## config.mk

```make
export PLATFORM = sky130hd
export DESIGN_NAME = pseq_strobe_seq
export DESIGN_NICKNAME = d
export VERILOG_FILES = /design/src/pkg/pseq_pkg.sv /design/src/pkg/pseq_timer_if.sv /design/src/logic/pseq_gap_timer.sv /design/src/logic/pseq_strobe_seq.sv
export SDC_FILE = /design/constraint.sdc
export NUM_CORES = 1
export LEC_CHECK = 0
export BUFFER_PORTS_ARGS = -buffer_cell sky130_fd_sc_hd__buf_2
export CORE_UTILIZATION = 32
export DETAILED_ROUTE_END_ITERATION = 16
export HOLD_SLACK_MARGIN = 0.02
export PLACE_DENSITY = 0.56
export REMOVE_ABC_BUFFERS = 1
export SYNTH_ARGS = -nofsm -noshare
export SYNTH_HDL_FRONTEND = slang
export SYNTH_SLANG_ARGS = --single-unit
```

## constraint.sdc

```tcl
create_clock -name core_clk -period 11.2 [get_ports core_clk]
set_clock_uncertainty 0.2 [all_clocks]
set_input_delay 2.24 -clock core_clk [delete_from_list [all_inputs] [get_ports core_clk]]
set_output_delay 2.24 -clock core_clk [all_outputs]
set_load 0.02 [all_outputs]
```

## src/pkg/pseq_pkg.sv

```systemverilog
/*
  Shared constants and types of the power sequencer strobe configuration block.
  Assumes a 100 MHz core clock; long counts are overridable at the top module.
*/
`default_nettype none
package pseq_pkg;
  // Register offsets on the serial register port
  localparam logic [7:0] GAP_LOW_OFS    = 8'h20;
  localparam logic [7:0] GAP_CTRL_OFS   = 8'h21;
  localparam logic [7:0] BUCK_A_OFS     = 8'h22;
  localparam logic [7:0] BUCK_B_OFS     = 8'h23;
  localparam logic [7:0] BACKUP_OFS     = 8'h24;
  // Values after reset
  localparam logic [7:0] GAP_LOW_RST    = 8'h00;
  localparam logic [7:0] GAP_CTRL_RST   = 8'h00;
  localparam logic [7:0] BUCK_A_RST     = 8'h86;
  localparam logic [7:0] BUCK_B_RST     = 8'h84;
  localparam logic [7:0] BACKUP_RST     = 8'h10;
  // Writable bits
  localparam logic [7:0] GAP_CTRL_MASK  = 8'h81;
  localparam logic [7:0] BACKUP_MASK    = 8'h33;
  // Field positions
  localparam int         MULT_BIT       = 7;
  localparam int         NINTH_BIT      = 0;
  // Strobe codes
  localparam logic [3:0] MAIN_FIRST     = 4'h3;
  localparam logic [3:0] MAIN_LAST      = 4'ha;
  localparam logic [3:0] FIRST_STROBE   = 4'h1;
  localparam logic [3:0] SEALED_FIRST   = 4'h3;
  localparam logic [3:0] LAST_STROBE    = 4'ha;
  localparam logic [1:0] BACKUP_NONE    = 2'h0;
  localparam logic [1:0] BACKUP_OFF     = 2'h3;
  // Timing
  localparam int         CLK_PERIOD_NS  = 10;
  localparam int         GAP_SHORT_MS   = 2;
  localparam int         GAP_LONG_MS    = 5;
  localparam int         SHORT_GAP_CYC  = GAP_SHORT_MS * 1000000 / CLK_PERIOD_NS;
  localparam int         LONG_GAP_CYC   = GAP_LONG_MS * 1000000 / CLK_PERIOD_NS;
  localparam int         PDOWN_SCALE    = 10;
  localparam int         TIMER_W        = 24;
  localparam int         RAIL_CNT       = 6;
  localparam int         MAIN_CNT       = 4;

  typedef logic [TIMER_W-1:0] pseq_count_t;
  typedef enum logic [1:0] {PSEQ_IDLE, PSEQ_STROBE, PSEQ_WAIT} pseq_state_e;
endpackage
`default_nettype wire

```

## src/pkg/pseq_timer_if.sv

```systemverilog
/*
  Carrier between the sequencer and its gap timer.
  Assumes both ends run on the same core clock.
*/
`timescale 1ns/1ps
`default_nettype none
interface pseq_timer_if;
  logic                 start;
  pseq_pkg::pseq_count_t length;
  logic                 done;
  modport ctrl  (output start, output length, input done);
  modport timer (input start, input length, output done);
endinterface
`default_nettype wire

```

## src/logic/pseq_gap_timer.sv

```systemverilog
/*
  Gap timer: counts a loaded number of core clock cycles, then pulses done.
  Assumes start is only raised while the timer is idle.
*/
`timescale 1ns/1ps
`default_nettype none
module pseq_gap_timer (
  input  wire logic   core_clk,
  input  wire logic   rst_n,
  pseq_timer_if.timer tmr
);
  import pseq_pkg::*;

  pseq_count_t remainReg;
  logic        busyReg;
  wire logic   lastCycle = busyReg && (remainReg == '0);

  assign tmr.done = lastCycle;

  always_ff @(posedge core_clk) begin
    if (!rst_n) begin
      remainReg <= '0;
      busyReg   <= 1'b0;
    end else if (tmr.start) begin
      remainReg <= tmr.length - pseq_count_t'(1);
      busyReg   <= 1'b1;
    end else if (busyReg) begin
      remainReg <= remainReg - pseq_count_t'(1);
      busyReg   <= !lastCycle;
    end
  end
endmodule
`default_nettype wire

```

## src/logic/pseq_strobe_seq.sv

```systemverilog
/*
  Strobe sequencer with its configuration registers and rail enables.
  Assumes the register port is synchronous to core_clk and that the unlock
  procedure is tracked outside and shown on writeUnlocked.
*/
`timescale 1ns/1ps
`default_nettype none
// Overview of operation
// - Power-down gaps last ten times longer when the multiplier bit is set.
// - Power-up gaps never use the multiplier.
// - Gap nine sits between strobes 9 and 10: 2 ms or 5 ms.
// - Main rail codes 3h to Ah enable at that strobe; others uncontrolled.
// - Backup codes 1h and 2h enable at strobe 1 or 2; others uncontrolled.
// - Buck pair A register resets to 86h.
// - Buck pair B register resets to 84h.
// - Backup rail register resets to 10h.
// - Strobes 1 and 2 run only while the freshness seal is intact.
// - Once the seal is broken, backup rails are never switched off.
// - Gaps one to eight sit between strobes 1 to 9, each 2 ms or 5 ms.
// - Configuration writes take effect only after the unlock procedure.
module pseq_strobe_seq #(
  parameter int SHORT_GAP = pseq_pkg::SHORT_GAP_CYC,
  parameter int LONG_GAP  = pseq_pkg::LONG_GAP_CYC
) (
  input  wire logic                          core_clk,
  input  wire logic                          rst_n,
  input  wire logic                          regWrEn,
  input  wire logic                          regRdEn,
  input  wire logic [7:0]                    regAddr,
  input  wire logic [7:0]                    regWrData,
  output logic      [7:0]                    regRdData,
  input  wire logic                          writeUnlocked,
  input  wire logic                          freshness_seal_flag,
  input  wire logic                          powerUpReq,
  input  wire logic                          powerDownReq,
  output logic      [pseq_pkg::RAIL_CNT-1:0] railEnable,
  output logic      [3:0]                    activeStrobe,
  output logic                               seqBusy
);
  import pseq_pkg::*;

  if (SHORT_GAP < 1 || LONG_GAP < 1 || LONG_GAP * PDOWN_SCALE >= 2 ** TIMER_W) begin : g_chk
    $error("Gap counts out of range for the gap timer");
  end

  pseq_timer_if tmr ();
  pseq_gap_timer u_timer (.core_clk(core_clk), .rst_n(rst_n), .tmr(tmr));

  logic [7:0]          gapLowReg;
  logic [7:0]          gapCtrlReg;
  logic [7:0]          buckAReg;
  logic [7:0]          buckBReg;
  logic [7:0]          backupReg;
  logic [7:0]          rdReg;
  pseq_state_e         stateReg;
  pseq_state_e         stateNext;
  logic [3:0]          strobeReg;
  logic [3:0]          strobeNext;
  logic                downReg;
  logic                downNext;
  logic [RAIL_CNT-1:0] railReg;
  logic [RAIL_CNT-1:0] railNext;

  // Register port decode
  wire logic       wrOk     = regWrEn && writeUnlocked;
  wire logic       wrGapLo  = wrOk && regAddr == GAP_LOW_OFS;
  wire logic       wrGapCt  = wrOk && regAddr == GAP_CTRL_OFS;
  wire logic       wrBuckA  = wrOk && regAddr == BUCK_A_OFS;
  wire logic       wrBuckB  = wrOk && regAddr == BUCK_B_OFS;
  wire logic       wrBackup = wrOk && regAddr == BACKUP_OFS;
  wire logic [7:0] rdMux    = (regAddr == GAP_LOW_OFS)  ? gapLowReg  :
                              (regAddr == GAP_CTRL_OFS) ? gapCtrlReg :
                              (regAddr == BUCK_A_OFS)   ? buckAReg   :
                              (regAddr == BUCK_B_OFS)   ? buckBReg   :
                              (regAddr == BACKUP_OFS)   ? backupReg  : 8'h00;

  always_ff @(posedge core_clk) begin
    if (!rst_n) begin
      gapLowReg  <= GAP_LOW_RST;
      gapCtrlReg <= GAP_CTRL_RST;
      buckAReg   <= BUCK_A_RST;
      buckBReg   <= BUCK_B_RST;
      backupReg  <= BACKUP_RST;
      rdReg      <= 8'h00;
    end else begin
      if (wrGapLo)  gapLowReg  <= regWrData;
      if (wrGapCt)  gapCtrlReg <= regWrData & GAP_CTRL_MASK;
      if (wrBuckA)  buckAReg   <= regWrData;
      if (wrBuckB)  buckBReg   <= regWrData;
      if (wrBackup) backupReg  <= regWrData & BACKUP_MASK;
      if (regRdEn)  rdReg      <= rdMux;
    end
  end
  assign regRdData = rdReg;

  // Strobe fields: buck1, buck2, buck3, buck-boost, then 1.0 V and 1.8 V backup
  wire logic [3:0] mainField [MAIN_CNT];
  assign mainField[0] = buckAReg[3:0];  // buck1_strobe_field
  assign mainField[1] = buckAReg[7:4];  // buck2_strobe_field
  assign mainField[2] = buckBReg[3:0];  // buck3_strobe_field
  assign mainField[3] = buckBReg[7:4];  // buckboost_strobe_field
  wire logic [1:0] backupField [2];
  assign backupField[0] = backupReg[1:0];  // backup_1v0_strobe_field
  assign backupField[1] = backupReg[5:4];  // backup_1v8_strobe_field

  wire logic atStrobe = stateReg == PSEQ_STROBE;
  wire logic [RAIL_CNT-1:0] railHit;
  for (genvar i = 0; i < RAIL_CNT; i++) begin : g_rail
    if (i < MAIN_CNT) begin : g_main
      assign railHit[i] = atStrobe && mainField[i] >= MAIN_FIRST &&
                          mainField[i] <= MAIN_LAST && mainField[i] == strobeReg;
    end else begin : g_backup
      assign railHit[i] = atStrobe && backupField[i-MAIN_CNT] != BACKUP_NONE &&
                          backupField[i-MAIN_CNT] != BACKUP_OFF &&
                          {2'b00, backupField[i-MAIN_CNT]} == strobeReg &&
                          (!downReg || !freshness_seal_flag);
    end
    assign railNext[i] = railHit[i] ? !downReg : railReg[i];
  end

  // Gap selection: gap k follows strobe k on power-up and strobe k+1 on power-down
  wire logic [15:0] gapBits  = {7'h00, gapCtrlReg[NINTH_BIT], gapLowReg};
  wire logic [3:0] gapIdx    = downReg ? strobeReg - 4'h2 : strobeReg - 4'h1;
  wire logic       gapLong   = gapBits[gapIdx];
  wire pseq_count_t gapBase  = gapLong ? pseq_count_t'(LONG_GAP) : pseq_count_t'(SHORT_GAP);
  wire logic       gapScaled = downReg && gapCtrlReg[MULT_BIT];
  wire logic [3:0] firstUp   = freshness_seal_flag ? SEALED_FIRST : FIRST_STROBE;
  wire logic [3:0] endStrobe = downReg ? firstUp : LAST_STROBE;
  wire logic       seqEnd    = strobeReg == endStrobe;

  assign tmr.start  = atStrobe && !seqEnd;
  assign tmr.length = gapScaled ? pseq_count_t'(gapBase * PDOWN_SCALE) : gapBase;

  always_comb begin
    stateNext  = stateReg;
    strobeNext = strobeReg;
    downNext   = downReg;
    case (stateReg)
      PSEQ_IDLE: begin
        if (powerUpReq) begin
          downNext   = 1'b0;
          strobeNext = firstUp;
          stateNext  = PSEQ_STROBE;
        end else if (powerDownReq) begin
          downNext   = 1'b1;
          strobeNext = LAST_STROBE;
          stateNext  = PSEQ_STROBE;
        end
      end
      PSEQ_STROBE: stateNext = seqEnd ? PSEQ_IDLE : PSEQ_WAIT;
      PSEQ_WAIT: begin
        if (tmr.done) begin
          strobeNext = downReg ? strobeReg - 4'h1 : strobeReg + 4'h1;
          stateNext  = PSEQ_STROBE;
        end
      end
      default: stateNext = PSEQ_IDLE;
    endcase
  end

  always_ff @(posedge core_clk) begin
    if (!rst_n) begin
      stateReg  <= PSEQ_IDLE;
      strobeReg <= 4'h0;
      downReg   <= 1'b0;
      railReg   <= '0;
    end else begin
      stateReg  <= stateNext;
      strobeReg <= strobeNext;
      downReg   <= downNext;
      railReg   <= railNext;
    end
  end

  assign railEnable   = railReg;
  assign activeStrobe = strobeReg;
  assign seqBusy      = stateReg != PSEQ_IDLE;
endmodule
`default_nettype wire

```

==> flow_summary.yaml <==
cts:
  clockBufferDepth: 2
  cts.sinks: 76
  post_cts.repair.setup_buffers: 0
  cts_hold_buf: 0
  cts-buffers-inserted: 9
  clk_pin_slew_ns: 0.06
  tritoncts: "built"
  cts_resized: 0
  cts-htree-levels: 3
  clock_latency_ns: 0.34
  root_buffer: "clkbuf_16"
setup_path:
  worstPathCellList: "buf_2, xor2_1, o21ai_2, or2_2, nand2_1, ha_1, nor4b_1, nand2_1, nor3_1, o21ai_0, a31o_2, a21oi_1"
  cpPeakStageDelay_ns: 0.56
  setup.worst_path.start: "freshness_seal_flag"
  path_class: "in2reg"
  worstPathArrival_ns: 5.21
  end_kind: "register"
  cp_common_cell: "nand2_1"
  start_kind: "primary input"
  cp_slowest_cell: "or2_2"
  r2r-start: "downReg$_SDFFE_PN0P_"
  crit_fanout: 27
  crit_required_ns: 11.25
worst_hold_path:
  hp-class: "reg2reg"
  min_from: "regRdData[2]$_SDFFE_PN0P_"
grt:
  top_usage_layer: "met2"
  overflow: 0
  gr-usage-met3: 0.0410
  grt_pass1_wl_um: 18900
  grt_max_degree: 43
  met1_usage: 0.207
  grt_use_met2: 0.288
  antenna_found_initial: 0
  grtUsageTotal: 0.169
  grt_pass1_vias: 3789
cells_and_area:
  area_growth_pct: 13.1
  layout.nets: 571
  drive_above_1_share: 0.153
  antenna_cells: 0
logic_synthesis:
  yosys.cell_types.count: 66
  synth_top_cell_area_share: 0.351
  ys_ff_latch: 76
  synth_largest_area_cell: "dfxtp_1"
  syn_inst: 512
  syn_area_um2: 4340
  ys_seq_area_frac: 0.351
  yosysMostFrequentCell: "dfxtp_1"
  yosys_warnings: 0
  synth_enable_flop_cells: 0
  synth_common_cells: "dfxtp_1, nor2_1, nand2_1"
  async_reset_ff_frac: 0
  synth_ff_type: "dfxtp_1"
  synth.avg_cell_area_um2: 8.47
  synth_area_leaders: "dfxtp_1, mux2i_1, xnor2_1"
power_and_ir_drop:
  p_int_uw: 520
  switchingPower_uw: 263
  switching_share: 0.336
  power_density_nw_per_um2: 160
  vdd_drop_max_v: 0.0000901
  p_leak_nw: 1.95
  clockPowerShare: 0.341
  p_seq_frac: 0.404
  comb_power_share: 0.255
floorplan:
  ios: 43
  fp.dieH_um: 118
  start_util: 0.328
  fp-row-count: 42
  core_um2: 13200
  dieArea_um2: 14000
  die_w_um: 118
timing:
  rsz0062_at_grt: "false"
  min_period_over_period: 0.460
  holdWs_ns: 0.268
  slew_viol_final: 0
  hold_viol_final: 0
  setup_tns_ns: 0
  fmax_mhz: 194
  worstMarginPinSlew_ns: 1.20
  period_needed_ns: 5.15
  slew_headroom: 0.199
  finalSetupViolCount: 0
routing:
  vias: 3848
  drt_iter0_drc: 231
  wl_per_cell_um: 16.1
  wl_um: 11500
  route.detailed.drc: 0
  viasPerCell: 5.37
  ant_nets: 0
  firstDrtPassIters: 4
flow_run:
  cap_violations: 0
placement:
  hpwl_um: 8210
  portBuffers: 42
  gp_congestion: 0.853
run_status:
  status: "completed"
## cell families after synthesis
kind of cell    synth area share
compound gates             0.175
xor+xnor                  0.0626
fa+ha+maj                 0.0317
buf+inv                   0.0430
flops                      0.351
mux                       0.0966
simple gates               0.241
## routing by layer
| metal | wire (um) | up-vias |
|---|---|---|
| met5 | 0 | - |
| met4 | 143 | 0 |
| met3 | 596 | 12 |
| met2 | 5710 | 92 |
| met1 | 5080 | 1839 |
| li1 | - | 1905 |
## final timing paths
kind | slack, ns | cells after the start | end
worst min register to register | 0.27 | 2 | regRdData[2]$_SDFFE_PN0P_
worst max-delay path | 6.05 | 12 | u_timer.remainReg[10]$_SDFFE_PN0P_
worst min-delay path | 0.27 | 2 | regRdData[2]$_SDFFE_PN0P_
worst max register to register | 6.39 | 13 | u_timer.remainReg[10]$_SDFFE_PN0P_
## cells in the final DEF, fill, tap and decap left out, drive strengths merged, types with 8 or more instances in the layout
cell type / instances
nand3: 25
nor4: 9
buf: 44
o21ai: 25
dfxtp: 76
a21oi: 33
mux2i: 34
nand2b: 8
nor3: 17
nor2: 48
xnor2: 25
nand2: 39
ha: 11
or3: 10
a211oi: 15
clkbuf: 10
inv: 9
## worst max-delay path: cells and delay by family
kind	cells	cell delay [ns]
buf+inv	1	0.11
xor+xnor	1	0.18
compound gates	4	0.67
simple gates	5	1.69
fa+ha+maj	1	0.30
## state kept, by name, indices dropped and copies added, names as in the netlist
name	flops
activeStrobe	4
backupReg	4
buckAReg	8
buckBReg	8
downReg	1
gapCtrlReg	2
gapLowReg	8
railEnable	6
regRdData	8
stateReg	2
u_timer.busyReg	1
u_timer.remainReg	24
## power groups by stage
stage / Clock, mW / Combinational, mW / Sequential (mW)
floorplan: 0 / 0.143 / 0.319
global placement: 0 / 0.195 / 0.320
detailed placement: 0 / 0.199 / 0.321
CTS: 0.273 / 0.200 / 0.315
global route: 0.283 / 0.221 / 0.319
finish: 0.267 / 0.200 / 0.316
## area by class of cell
class | instances | area (um^2)
repair buffers | 44 | 225
inverters | 10 | 37.5
clock buffers | 10 | 229
well taps | 176 | 220
flip-flops and latches | 76 | 1520
clock inverters | 6 | 41.3
multi-input cells | 395 | 2630
fillers | 1389 | 8340
## through the flow
stage | setup slack, ns | cells | utilization | total power [mW] | cell area (um^2)
6_report | 6.05 | 717 | 0.370 | 0.783 | 4900
2_1_floorplan | 6.26 | 481 | - | 0.462 | 4190
3_5_place_dp | 5.71 | 701 | 0.350 | 0.520 | 4630
5_1_grt | 5.73 | 717 | 0.370 | 0.823 | 4900
3_3_place_gp | 5.79 | 701 | 0.350 | 0.515 | 4630
4_1_cts | 6.06 | 717 | 0.370 | 0.788 | 4900
Power figures use the tool's default switching activity.
